[config.mk]
export PLATFORM = sky130hd
export DESIGN_NAME = fcmp_cycle_top
export DESIGN_NICKNAME = d
export VERILOG_FILES = /design/src/shared/fcmp_pkg.sv /design/src/verilog/fcmp_sync.sv /design/src/verilog/fcmp_cable_comp.sv /design/src/verilog/fcmp_cycle_top.sv
export SDC_FILE = /design/constraint.sdc
export NUM_CORES = 1
export LEC_CHECK = 0
export ABC_AREA = 1
export BUFFER_PORTS_ARGS = -buffer_cell sky130_fd_sc_hd__buf_4
export CELL_PAD_IN_SITES_DETAIL_PLACEMENT = 0
export CELL_PAD_IN_SITES_GLOBAL_PLACEMENT = 1
export CORE_MARGIN = 4
export CORE_UTILIZATION = 46
export CTS_BUF_LIST = sky130_fd_sc_hd__clkbuf_4
export DETAILED_ROUTE_END_ITERATION = 10
export HOLD_SLACK_MARGIN = 0.08
export PLACE_DENSITY_LB_ADDON = 0.25
export RECOVER_POWER = 50
export REMOVE_ABC_BUFFERS = 1
export SYNTH_ARGS = -nofsm -noshare
export SYNTH_HDL_FRONTEND = slang
export SYNTH_HIERARCHICAL = 1
export SYNTH_SLANG_ARGS = --single-unit
[constraint.sdc]
create_clock -name i_clk -period 17.55 [get_ports i_clk]
set_input_delay 5.265 -clock i_clk [delete_from_list [all_inputs] [get_ports i_clk]]
set_output_delay 5.265 -clock i_clk [all_outputs]
set_load 0.02 [all_outputs]
[src/shared/fcmp_pkg.sv]
/*
 * constants and types shared by the flyback cycle sequencer modules.
 * assumes a single 40 MHz clock and a synchronous active-low reset.
 */
package fcmp_pkg;

    // ****************************************
    // clock and timing
    // ****************************************
    localparam int CLK_HZ = 40_000_000;
    localparam int CYC_PER_US = CLK_HZ / 1_000_000;
    localparam int PERIOD_NS = 25_000;                  // nominal 40 kHz cycle
    localparam int PERIOD_CYC = PERIOD_NS * CYC_PER_US / 1000;
    localparam int MAX_PERIOD_NS = 75_000;              // longest stretched cycle
    localparam int MAX_PERIOD_CYC = MAX_PERIOD_NS * CYC_PER_US / 1000;
    localparam int MIN_RESET_INTERVAL_NS = 2_300;       // shortest demag interval
    localparam int MIN_RESET_INTERVAL_CYC = (MIN_RESET_INTERVAL_NS * CYC_PER_US + 999) / 1000;
    localparam int MIN_ON_TIME_NS = 500;                // below this go to pfm
    localparam int MIN_ON_TIME_CYC = (MIN_ON_TIME_NS * CYC_PER_US + 999) / 1000;
    localparam int SS_STEP_US = 1_000;                  // one soft-start step
    localparam int SS_STEP_CYC = SS_STEP_US * CYC_PER_US;
    localparam int TON_MAX_CYC = 400;                   // full on-time limit

    // ****************************************
    // protection and modulation figures
    // ****************************************
    localparam int FAULT_LIMIT = 6;                     // shut after more than this
    localparam int GND_LIMIT = 6;                       // shut after this many pulses
    localparam int LOAD_FULL = 255;                     // load code at rated current
    localparam int LOAD_PCT = 5;                        // pwm above this load
    localparam int LOAD_PFM_EXIT = LOAD_FULL * LOAD_PCT / 100;
    localparam int PFM_STRETCH = 7;                     // off-time cycles per load step
    localparam int PFM_VT_VUS = 185;                    // line volt times on-time cap
    localparam int PFM_VT_CAP = PFM_VT_VUS * CYC_PER_US;
    localparam int CABLE_MV = 300;                      // offset at full load

    // ****************************************
    // types
    // ****************************************
    typedef struct packed {
        logic vin_uv;
        logic vin_ov;
        logic vs_uv;
        logic vs_ov;
        logic vsense;       // aux winding above its knee
    } fcmp_sense_t;

    typedef enum logic [1:0] {PH_IDLE, PH_ON, PH_OFF, PH_SHUT} fcmp_phase_t;

    typedef struct packed {
        fcmp_phase_t phase;
        logic [12:0] cnt;
        logic [12:0] ton;
        logic [12:0] period;
        logic [15:0] acc;
        logic pfm;
        logic gate;
        logic edge_seen;
        logic hi_seen;
        logic [6:0] hi_len;
        logic vs_prev;
        logic vin_bad;
        logic vs_bad;
        logic [2:0] vin_cnt;
        logic [2:0] vs_cnt;
        logic [2:0] gnd_cnt;
        logic [15:0] ss_cnt;
        logic [1:0] ss_step;
        logic ss_done;
    } fcmp_state_t;

endpackage

[src/verilog/fcmp_sync.sv]
/*
 * two-flop synchroniser for a group of pin levels.
 * assumes the inputs are levels that stay stable over several clocks.
 */
module fcmp_sync import fcmp_pkg::*; #(
    parameter int W = 1
) (
    input wire logic i_clk,             // system clock
    input wire logic i_reset_n,         // synchronous reset, active low
    input wire logic [W-1:0] i_async,   // raw pin levels
    output logic [W-1:0] o_sync         // synchronised levels
);

    typedef struct packed {
        logic [W-1:0] s1;
        logic [W-1:0] s2;
    } fcmp_sync_st_t;

    fcmp_sync_st_t q, d;

    // first stage feeds only the second
    always_comb begin
        d.s1 = i_async;
        d.s2 = q.s1;
    end

    always_ff @(posedge i_clk) begin
        if (!i_reset_n) begin
            q <= '0;
        end else begin
            q <= d;
        end
    end

    assign o_sync = q.s2;

endmodule

[src/verilog/fcmp_cable_comp.sv]
/*
 * feedback offset proportional to load current.
 * assumes the variant strap is static and already synchronised.
 */
module fcmp_cable_comp import fcmp_pkg::*; (
    input wire logic i_clk,             // system clock
    input wire logic i_reset_n,         // synchronous reset, active low
    input wire logic i_strap,           // high selects the compensated variant
    input wire logic [7:0] i_load,      // detected load current
    input wire logic [11:0] i_fb,       // feedback value in mV
    output logic [12:0] o_fb            // compensated feedback in mV
);

    typedef struct packed {
        logic en;
        logic [12:0] fb;
    } fcmp_cc_st_t;

    fcmp_cc_st_t q, d;
    logic [16:0] prod;

    // offset scales with load, 300 mV at full load
    always_comb begin
        d = q;
        // follow the synchronised strap: the synchroniser reads low through reset
        d.en = i_strap;
        prod = 17'(17'(i_load) * 17'(CABLE_MV) / 17'(LOAD_FULL));
        if (q.en) begin
            d.fb = 13'(i_fb) + prod[12:0];
        end else begin
            d.fb = 13'(i_fb);
        end
    end

    // lockout clears the offset state; the strap level returns after release
    always_ff @(posedge i_clk) begin
        if (!i_reset_n) begin
            q <= '0;
        end else begin
            q <= d;
        end
    end

    assign o_fb = q.fb;
endmodule

[src/verilog/fcmp_cycle_top.sv]
/*
 * switching cycle sequencer for a primary-side flyback controller.
 * assumes a 40 MHz clock, reset tied to supply undervoltage lockout,
 * sense comparators arriving as raw pins, and line, on-time, load and
 * feedback words produced by logic on the same clock.
 */
// Contract
// - nominal switching cycle is fixed at 40 kHz in pwm; pfm lengthens it as load falls
// - each cycle waits for aux falling edge, stretching past 25 us; a cycle where aux never rises ends at its period
// - stretched cycle reaching 75 us without edge stops switching
// - pwm at fixed frequency above 5% load, on-time follows load
// - on-time below minimum enters pfm; line sets on, load sets off
// - pfm returns to pwm by itself when load rises
// - line or aux out of range over 6 cycles stops switching
// - after fault, only supply lockout reset restarts with soft-start
// - aux sense at ground stops switching after 6 pulses
// - compensated variant adds load-scaled offset, 300 mV at full load
// - uncompensated variant adds no offset to feedback
// - pfm caps line voltage times on-time at 185 V us
// - demag intervals down to 2.3 us are detected
// - soft-start limits on-time to 25, 50, 75% for 1 ms each
// - supply lockout resets all control state
module fcmp_cycle_top import fcmp_pkg::*; #(
    parameter int SS_STEP = SS_STEP_CYC,            // soft-start step in cycles
    parameter int TON_MAX = TON_MAX_CYC,            // full on-time in cycles
    parameter int MIN_ON = MIN_ON_TIME_CYC          // pfm entry on-time
) (
    input wire logic i_clk,                     // 40 MHz clock
    input wire logic i_reset_n,                 // supply lockout, active low
    input wire fcmp_sense_t i_sense,            // comparator pins
    input wire logic i_cable_strap,             // variant strap pin
    input wire logic [9:0] i_vin_code,          // scaled line voltage, volts
    input wire logic [12:0] i_ton_cmd,          // loop on-time request, cycles
    input wire logic [7:0] i_load_code,         // detected load current
    input wire logic [11:0] i_fb_code,          // feedback value, mV
    output logic o_gate,                        // power switch gate drive
    output logic o_pfm,                         // pfm mode active
    output logic o_fault,                       // switching shut down
    output logic o_soft_start,                  // soft-start in progress
    output logic [12:0] o_fb_comp               // compensated feedback, mV
);

    // ****************************************
    // pin synchronisation and cable offset
    // ****************************************
    fcmp_sense_t s;
    logic strap_s;

    fcmp_sync #(.W(6)) u_sync (
        .i_clk(i_clk),
        .i_reset_n(i_reset_n),
        .i_async({i_sense, i_cable_strap}),
        .o_sync({s, strap_s})
    );

    fcmp_cable_comp u_cable (
        .i_clk(i_clk),
        .i_reset_n(i_reset_n),
        .i_strap(strap_s),
        .i_load(i_load_code),
        .i_fb(i_fb_code),
        .o_fb(o_fb_comp)
    );

    // ****************************************
    // cycle sequencer
    // ****************************************
    fcmp_state_t q, d;
    logic [12:0] ss_lim;
    logic vs_fall;
    logic [2:0] n_vin, n_vs, n_gnd;

    // start a new switching cycle, choosing mode, on-time and period
    function automatic fcmp_state_t launch(fcmp_state_t c, logic [12:0] lim);
        fcmp_state_t r;
        logic pfm;
        r = c;
        if (c.pfm) begin
            pfm = i_load_code <= 8'(LOAD_PFM_EXIT);
        end else begin
            pfm = i_ton_cmd < 13'(MIN_ON);
        end
        r.phase = PH_ON;
        r.cnt = '0;
        r.acc = '0;
        r.gate = 1'b1;
        r.edge_seen = 1'b0;
        r.hi_seen = 1'b0;
        r.hi_len = '0;
        r.vin_bad = 1'b0;
        r.vs_bad = 1'b0;
        r.pfm = pfm;
        if (pfm) begin
            // line sets on-time via the cap, load sets the off-time
            r.ton = lim;
            r.period = 13'(PERIOD_CYC) + 13'((8'(LOAD_FULL) - i_load_code) * PFM_STRETCH);
        end else begin
            // fixed period, on-time shrinks with load
            r.ton = (i_ton_cmd < lim) ? i_ton_cmd : lim;
            r.period = 13'(PERIOD_CYC);
        end
        if (r.ton == '0) begin
            r.ton = 13'd1;
        end
        return r;
    endfunction

    // soft-start on-time ceiling: quarter steps of the full on-time
    always_comb begin
        if (q.ss_done) begin
            ss_lim = 13'(TON_MAX);
        end else begin
            ss_lim = 13'(TON_MAX * (int'(q.ss_step) + 1) / 4);
        end
    end

    // qualified falling edge of the aux sense
    assign vs_fall = q.vs_prev && !s.vsense && q.hi_len >= 7'(MIN_RESET_INTERVAL_CYC);

    // next-cycle fault counts, cleared by a clean cycle
    always_comb begin
        n_vin = (q.vin_bad || s.vin_uv || s.vin_ov) ? q.vin_cnt + 3'd1 : 3'd0;
        n_vs = (q.vs_bad || s.vs_uv || s.vs_ov) ? q.vs_cnt + 3'd1 : 3'd0;
        n_gnd = (q.hi_seen || s.vsense) ? 3'd0 : q.gnd_cnt + 3'd1;
    end

    // main sequencer next state
    always_comb begin
        d = q;
        d.vs_prev = s.vsense;
        // soft-start stepping, frozen once switching is shut
        if (!q.ss_done && q.phase != PH_SHUT) begin
            if (q.ss_cnt == 16'(SS_STEP - 1)) begin
                d.ss_cnt = '0;
                d.ss_step = q.ss_step + 2'd1;
                d.ss_done = q.ss_step == 2'd2;
            end else begin
                d.ss_cnt = q.ss_cnt + 16'd1;
            end
        end
        if (q.phase == PH_ON || q.phase == PH_OFF) begin
            d.vin_bad = q.vin_bad || s.vin_uv || s.vin_ov;
            d.vs_bad = q.vs_bad || s.vs_uv || s.vs_ov;
        end
        unique case (q.phase)
            PH_IDLE: begin
                d = launch(d, ss_lim);
            end
            PH_ON: begin
                d.cnt = q.cnt + 13'd1;
                if (q.pfm) begin
                    d.acc = q.acc + 16'(i_vin_code);
                end
                // end the pulse on time, or on the volt-time cap in pfm
                if (d.cnt >= q.ton || (q.pfm && d.acc >= 16'(PFM_VT_CAP))) begin
                    d.phase = PH_OFF;
                    d.gate = 1'b0;
                    d.hi_len = '0;
                end
            end
            PH_OFF: begin
                d.cnt = q.cnt + 13'd1;
                if (s.vsense) begin
                    d.hi_seen = 1'b1;
                    if (q.hi_len != 7'h7f) begin
                        d.hi_len = q.hi_len + 7'd1;
                    end
                end else begin
                    d.hi_len = '0;
                end
                // demag end accepted once the high interval is long enough
                if (vs_fall) begin
                    d.edge_seen = 1'b1;
                end
                if (!d.edge_seen && d.cnt >= 13'(MAX_PERIOD_CYC)) begin
                    d.phase = PH_SHUT;
                    d.cnt = q.cnt;
                end else if (d.cnt >= q.period && (d.edge_seen || !d.hi_seen)) begin
                    // cycle over: book the faults, then shut or relaunch
                    d.vin_cnt = n_vin;
                    d.vs_cnt = n_vs;
                    d.gnd_cnt = n_gnd;
                    if (n_vin > 3'(FAULT_LIMIT) || n_vs > 3'(FAULT_LIMIT)) begin
                        d.phase = PH_SHUT;
                    end else if (n_gnd >= 3'(GND_LIMIT)) begin
                        d.phase = PH_SHUT;
                    end else begin
                        d = launch(d, ss_lim);
                    end
                end
            end
            PH_SHUT: begin
                // held until supply lockout resets the block
                d.gate = 1'b0;
            end
        endcase
    end

    // supply lockout clears everything
    always_ff @(posedge i_clk) begin
        if (!i_reset_n) begin
            q <= '0;
            q.phase <= PH_IDLE;
        end else begin
            q <= d;
        end
    end

    assign o_gate = q.gate;
    assign o_pfm = q.pfm;
    assign o_fault = q.phase == PH_SHUT;
    assign o_soft_start = !q.ss_done;
endmodule

==> impl_results.md, run 1 <==
- Power share of the combinational group: 76.4%
- Count of pins on the block boundary: 68
- Portion of the post-synthesis area used by sequential elements: 19.3%
- Async SR Flop Fraction: 0%
- Relative area change from synthesis to final layout: 6.72%
- Netlist area before placement: 0.0130 mm^2
- Total of hold buffers inserted after clock tree synthesis: 0
- Largest fanout of any net on the critical path: 16
- Via/cell ratio: 5.05
- Xor/xnor share of the synthesized area: 3.12%
- Violated checks: capacitance limit, slew limit
- Main combinational cell family by area after synthesis: simple AND/OR/NAND/NOR gates
- Library cell with the highest instance count after synthesis: nand2_1
- Total placed instance area: 0.0136 mm^2
- Max Freq: 61.8 MHz
- Number of enable flip-flop cells after synthesis: 0
- Total net switching power: 1.37 mW
- DPL Wire Length: 25.5 mm
- Share of the synthesized area in the top cell type: 19.3%
- Proportion of power drawn by flip-flops and latches: 14.4%
- Clk root buf: clkbuf_4
- Final number of setup-violating endpoints: 0
- Max capacitance violation total: 2
- Pins Over Slew Limit: 80
- Initial detailed-routing violation count: 764
- Minimum clock period: 16.19 ns
- Number of DRC violations after detailed routing: 0
- Remaining number of nets flagged by the antenna check after routing: 0
- Most Frequent Cell on Critical Path: nand2_1
- Final Instance Area: 0.0138 mm^2
- Most numerous cell types in the synthesized netlist: nand2_1 (526), inv_1 (301), nand3_1 (190)
- First-pass GRT wire length: 54.9 mm
- Part of the cycle the worst path needs: 92.2%
- Gate count after technology mapping: 2030
- Clock transition time at the flip-flop clock pins of the worst setup and hold paths: 0.16 ns
- Post-layout util: 49.8%
- All-layer global routing usage: 21.0%
- Setup repair after global routing missed its margin: no
- X dimension of the die: 176 um
- Count of clock tree sinks: 125
- Routed wirelength normalized by instance count: 13.2 um
- Number of buffers and inverters on the critical path: 6
- Status: complete, but fails checks
- Number of global-route vias before repair: 11700
- Max clock buf depth: 2
- Arithmetic-cell share of the synthesized area counting full adders, half adders and majority gates: 16.1%
- Net switching share of the total power: 58.0%
- Post-synthesis compound-gate area fraction: 11.4%
- Proportion of power drawn by the clock network: 9.2%
- Die height: 176 um
- Proportion of synthesized area in mux cells: 0%
- Static leakage power: 7.07 nW
- Cell types occupying the most area after synthesis: dfxtp_1 (19%), nand2_1 (15%), ha_1 (13%), inv_1 (8.7%), nand3_1 (7.3%)
- Synthesized-area fraction occupied by and/or/nand/nor cells: 37.8%
- Layout cells sized above 1: 10.7%
- # rows: 61
- Final layout net count: 2271
- Setup clock skew after layout: 0.0378 ns
- Signal arrival time at the worst endpoint: 16.65 ns
- Routability cong.: 0.893
- GRT overflow: 0
- Mean Syn Cell Area: 6.38 um^2
- YS warnings: 6
- Total negative slack for setup checks: 0 ns
- Delay of the slowest cell on the worst path: 0.51 ns
- Cell with the biggest individual delay on the critical path: fa_1
- Area of the core region: 0.0278 mm^2
- Int Power: 0.996 mW
- Largest net degree at the start of global routing: 43
- CTS H-Tree Depth: 4
- Number of antenna violations at the first check in global routing: 1
- Least-Margin Pin Slew: 2.37 ns
- CTS tree: yes
- Worst setup path category: in -> reg
- Number of fillers in the final layout: 3005
- Gates resized, CTS repair: 0
- Final number of hold-violating endpoints: 0
- Clk_lat worst skew: 0.56 ns
- CP Launch Type: input port
- Count of buffers inserted at the top-level ports: 67
- Prevailing post-synth register cell: dfxtp_1
- Register bit count reported by yosys: 125
- Worst min path class: reg -> reg
- Headroom to the max-slew limit: -58.0%
- Required time of the critical path: 18.02 ns
- Area of the die: 0.0309 mm^2
- Power density over the cells: 171 mW/mm^2
- Library cell occupying the most area in the post-synthesis netlist: dfxtp_1
- Number of detailed-route iterations in the first pass: 5
- Worst hold margin: 0.382 ns
- Total wirelength of the detailed-routed design: 32.3 mm
- Worst vdd ir: 0.000185 V
- Critical path capture point type: flop
- Initial Utilization: 46.6%
- Number of clock buffers inserted by TritonCTS: 17
- Synth unique cells: 57
- Buffer count from post-CTS setup fixing: 0
- Number of vias in the routed layout: 12400
- Family of cells with the greatest summed delay on the critical path: simple AND/OR/NAND/NOR gates
per-layer routing:
metal,share of wire (%),track usage (%),vias up
met5,0,0,-
met4,1.7,5.30,0
met3,2.8,2.48,29
li1,-,-,6587
met1,48,27.4,5596
met2,48,36.9,185
worst paths after layout:
| check | slack [ns] | start | end | cells past startpoint |
|---|---|---|---|---|
| worst max register to register | 13.02 | q[84] | q[75] | 21 |
| worst min register to register | 0.38 | u_sync/d[5] | u_sync/o_sync[5] | 2 |
| worst max-delay path | 1.36 | i_load_code[4] | u_cable/o_fb[10] | 77 |
| worst min-delay path | 0.38 | u_sync/d[5] | u_sync/o_sync[5] | 2 |
per-stage QoR:
step	setup slack, ns	total power [mW]	instances
2_1_floorplan	2.48	1.77	1976
3_5_place_dp	0.895	2.14	2424
5_1_grt	0.0576	2.65	2456
4_1_cts	1.43	2.37	2455
3_3_place_gp	1.09	2.14	2424
6_report	1.36	2.37	2456
worst reg2reg max path, cell delays in order (launching register included):
cell      delay [ns]
dfxtp_1         0.52
ha_1            0.30
nand2_1         0.09
nor2_2          0.17
nand3b_1        0.14
nor2_1          0.12
nand4_1         0.10
xor2_1          0.29
inv_1           0.16
ha_1            0.35
nand2_1         0.10
nor4_1          0.27
o21ai_0         0.13
nand3_1         0.18
nand2_1         0.14
inv_1           0.13
nand2_1         0.06
a21oi_1         0.24
nand2_4         0.23
inv_2           0.39
o21ai_0         0.14
a21oi_1         0.21
sequential cells by signal (all words and copies together), names as in the netlist:
register / flops
o_pfm: 1
q: 97
u_cable/q: 1
u_sync/d: 6
o_gate: 1
u_sync/o_sync: 6
u_cable/o_fb: 13
cell families after synthesis:
group / Yosys count
AND/OR/NAND/NOR: 1068
XOR/XNOR: 44
adder cells (fa/ha/maj): 155
flip-flops: 125
AO/OA/AOI/OAI: 261
buffers and inverters: 377
cell type report:
| type | instances | area [um^2] | area share [%] |
|---|---|---|---|
| antenna | 1 | 2.50 | 0.0181 |
| sequential | 125 | 2500 | 18.1 |
| multi-input combinational | 1528 | 8860 | 64.1 |
| tap | 378 | 473 | 3.42 |
| clock buffer | 17 | 128 | 0.923 |
| clock inverter | 14 | 160 | 1.16 |
| inverter | 323 | 1220 | 8.80 |
| timing repair buffer | 70 | 488 | 3.53 |
power groups by stage:
stage / clock network (mW) / logic (mW) / registers [mW]
2_1_floorplan: 0 / 1.42 / 0.346
3_3_place_gp: 0 / 1.79 / 0.347
3_5_place_dp: 0 / 1.79 / 0.347
4_1_cts: 0.228 / 1.80 / 0.341
5_1_grt: 0.239 / 2.06 / 0.346
6_report: 0.219 / 1.81 / 0.341
cell usage in the layout (no fill, tap or decap), types with 32 or more instances in the layout:
cell,instances
a21oi_1,128
buf_4,60
dfxtp_1,125
ha_1,135
inv_1,300
nand2_1,526
nand2_2,38
nand3_1,190
nand4_1,32
nor2_1,168
nor3_1,35
o21ai_0,75
No activity file was read; power rests on OpenSTA's default activity.
==> inputs of run 2 (changes only) <==
--- a/config.mk
+++ b/config.mk
@@ -5,12 +5,11 @@
 export SDC_FILE = /design/constraint.sdc
 export NUM_CORES = 1
 export LEC_CHECK = 0
-export ABC_AREA = 1
 export BUFFER_PORTS_ARGS = -buffer_cell sky130_fd_sc_hd__buf_4
 export CELL_PAD_IN_SITES_DETAIL_PLACEMENT = 0
 export CELL_PAD_IN_SITES_GLOBAL_PLACEMENT = 1
 export CORE_MARGIN = 4
-export CORE_UTILIZATION = 46
+export CORE_UTILIZATION = 49
 export CTS_BUF_LIST = sky130_fd_sc_hd__clkbuf_4
 export DETAILED_ROUTE_END_ITERATION = 10
 export HOLD_SLACK_MARGIN = 0.08
==> run 2 against run 1 <==
The flow still finishes with violations (capacitance limit, slew limit). Sequential power shrank 8.2%. Clock-buffer cell count is the same. Maximum frequency shrank 4.1%. Total power shrank 19%. Critical path type unchanged.
==> impl_results.md, run 2 <==
- Count of buffers inserted at the top-level ports: 67
- First-pass GRT wire length: 55.4 mm
- Relative area change from synthesis to final layout: 8.68%
- Met2 Use GR: 39.9%
- Most common library cell in the layout ignoring fill and taps: nor2_1
- Synthesized-area fraction occupied by and/or/nand/nor cells: 23.8%
- Most numerous cell types in the synthesized netlist: nor2_1 (137), ha_1 (135), dfxtp_1 (125)
- Power density over the cells: 138 mW/mm^2
- Met1 track demand over resource in global routing: 30.5%
- Worst hold path stage count: 1
- Headroom to the max-slew limit: -35.4%
- Number of vias in the routed layout: 11700
- Worst setup path category: in -> reg
- Share of the synthesized area in the top cell type: 19.6%
- Prevailing post-synth register cell: dfxtp_1
- Worst reg2reg path depth: 14
- X dimension of the die: 169 um
- Main combinational cell family by area after synthesis: compound AO/OA/AOI/OAI gates
- Max Freq: 59.3 MHz
- # rows: 58
- Total of hold buffers inserted after clock tree synthesis: 0
- Gate count after technology mapping: 1598
- Max capacitance violation total: 1
- Xor/xnor share of the synthesized area: 6.01%
- Delay of the slowest cell on the worst path: 0.52 ns
- Number of antenna violations at the first check in global routing: 1
- Minimum clock period: 16.87 ns
- Netlist area before placement: 0.0128 mm^2
- Violated checks: capacitance limit, slew limit
- Signal arrival time at the worst endpoint: 17.36 ns
- Area of the die: 0.0287 mm^2
- Initial detailed-routing violation count: 763
- Number of DRC violations after detailed routing: 0
- Number of clock buffers inserted by TritonCTS: 17
- Largest register by flop count: q
- Top Usage Layer GRT: met2
- Status: complete, but fails checks
- Cell types occupying the most area after synthesis: dfxtp_1 (20%), ha_1 (13%), nor2_1 (4.0%), xnor2_1 (3.6%), nand2_1 (3.4%)
- Final number of setup-violating endpoints: 0
- Post-synthesis compound-gate area fraction: 24.4%
- YS warnings: 6
- Least-Margin Pin Slew: 2.03 ns
- Count of pins on the block boundary: 68
- Largest fanout of any net on the critical path: 10
- CTS tree: yes
- Register bit count reported by yosys: 125
- CTS H-Tree Depth: 4
- Layout cells sized above 1: 12.8%
- Worst vdd ir: 0.000126 V
- Worst min path class: reg -> reg
- Pins Over Slew Limit: 40
- Setup clock skew after layout: 0.0323 ns
- Max FFs per register: 97
- All-layer global routing usage: 22.9%
- Static leakage power: 5.59 nW
- Part of the cycle the worst path needs: 96.1%
- Synth unique cells: 116
- GR Layer Usage met3: 2.33%
- Clk root buf: clkbuf_4
- Count of clock tree sinks: 125
- Number of buffers and inverters on the critical path: 5
- Initial Utilization: 50.3%
- Instance count on the critical path: 50
- DPL Wire Length: 25.6 mm
- Max clock buf depth: 2
- PnR Total Power: 1.91 mW
- GRT overflow: 0
- Portion of the post-synthesis area used by sequential elements: 19.6%
- Final number of hold-violating endpoints: 0
- Arithmetic-cell share of the synthesized area counting full adders, half adders and majority gates: 16.5%
- Worst hold margin: 0.448 ns
- Critical path capture point type: flop
- Required time of the critical path: 18.04 ns
- Most Frequent Cell on Critical Path: ha_1
- Library cell occupying the most area in the post-synthesis netlist: dfxtp_1
- Largest net degree at the start of global routing: 76
- Total wirelength of the detailed-routed design: 33.2 mm
- Clk_lat worst skew: 0.56 ns
- Library cell with the highest instance count after synthesis: nor2_1
- Minimum setup slack in the final design: 0.677 ns
- Cell with the biggest individual delay on the critical path: fa_1
- Number of enable flip-flop cells after synthesis: 0
- Die height: 169 um
- CP Launch Type: input port
- Async SR Flop Fraction: 0%
- Number of global-route vias before repair: 11100
- Dpl ws: -0.226 ns
- Number of detailed-route iterations in the first pass: 7
- Area of the core region: 0.0254 mm^2
- Clock transition time at the flip-flop clock pins of the worst setup and hold paths: 0.15 ns
- Family of cells with the greatest summed delay on the critical path: compound AO/OA/AOI/OAI gates
- Highest-count cells in the layout ignoring fill and taps: nor2_1 (137), ha_1 (135), dfxtp_1 (125)
- Routability cong.: 0.912
- Final layout net count: 1845
- Mean Syn Cell Area: 7.99 um^2
- Routed wirelength normalized by instance count: 16.7 um
- Via/cell ratio: 5.89
- Remaining number of nets flagged by the antenna check after routing: 0
- Proportion of synthesized area in mux cells: 3.30%
## run 2: cell count changes after synthesis, sizes merged, moves of 29 or more
cell / change
inv: -205
and2: +31
nand2: -456
a21oi: -50
xnor2: +40
nor2: -54
nand3: -134
a211oi: +29
mux2i: +30
## run 2: layer usage
layer | routed length [um] | part of all wire [%] | vias to the layer above
li1 | - | - | 5921
met1 | 15300 | 46 | 5467
met2 | 16200 | 49 | 239
met3 | 1110 | 3.4 | 45
met4 | 619 | 1.9 | 0
met5 | 0 | 0 | -
## run 2: what timing repair did
| item | 4_1_cts | 5_1_grt |
|---|---|---|
| resized for setup | 0 | 17 |
| setup buffers | 0 | 7 |
| setup endpoints to repair | 0 | 5 |
## run 2: worst register-to-register path: cells and delay by family, from the launching register on
family                   cells  cell delay, ns
AO/OA/AOI/OAI                5            2.15
adder cells (fa/ha/maj)      2            0.57
buffers and inverters        1            0.08
flip-flops                   1            0.54
AND/OR/NAND/NOR              5            0.91
XOR/XNOR                     1            0.60
## run 2: cells by family (layout without fill, tap and decap cells)
group                      after synthesis  count (layout)
adders and majority gates              157             157
xor gates and xnor gates                85              85
and+or+nand+nor                        585             585
buffers and inverters                  189             243
DFF                                    125             125
other                                    0               1
AOI/OAI and AO/OA                      418             418
muxes                                   39              39
## run 2: final timing paths
kind | from | slack, ns | end
max reg2reg | q[84] | 12.64 | q[53]
min | u_sync/d[4] | 0.45 | u_sync/o_sync[4]
max | i_load_code[4] | 0.68 | u_cable/o_fb[10]
min reg2reg | u_sync/d[4] | 0.45 | u_sync/o_sync[4]
## run 2: through the flow
step / instances / utilization [%] / cell area (um^2) / TNS [ns]
finish: 1983 / 54.6 / 13900 / 0
global route: 1983 / 54.6 / 13900 / -0.0414
CTS: 1975 / 54.2 / 13800 / 0
detailed placement: 1943 / 53.0 / 13500 / -0.314
global placement: 1943 / 53.0 / 13500 / 0
floorplan: 1524 / - / 12400 / 0
## run 2: final cells by class
class                   count  area [um^2]
multi-input cells        1284         9550
repair buffers             96          676
inverters                 115          432
fillers                  2503        11500
diodes                      1         2.50
clock inverters            15          176
clock buffers              17          128
flip-flops and latches    125         2500
well taps                 330          413
## run 2: power by group
group          total [mW]  internal (mW)  switching, mW  leakage (nW)
logic                1.37          0.551          0.824          4.41
registers           0.313          0.302         0.0112          1.02
clock network       0.223         0.0899          0.133         0.169
total                1.91          0.943          0.969          5.59
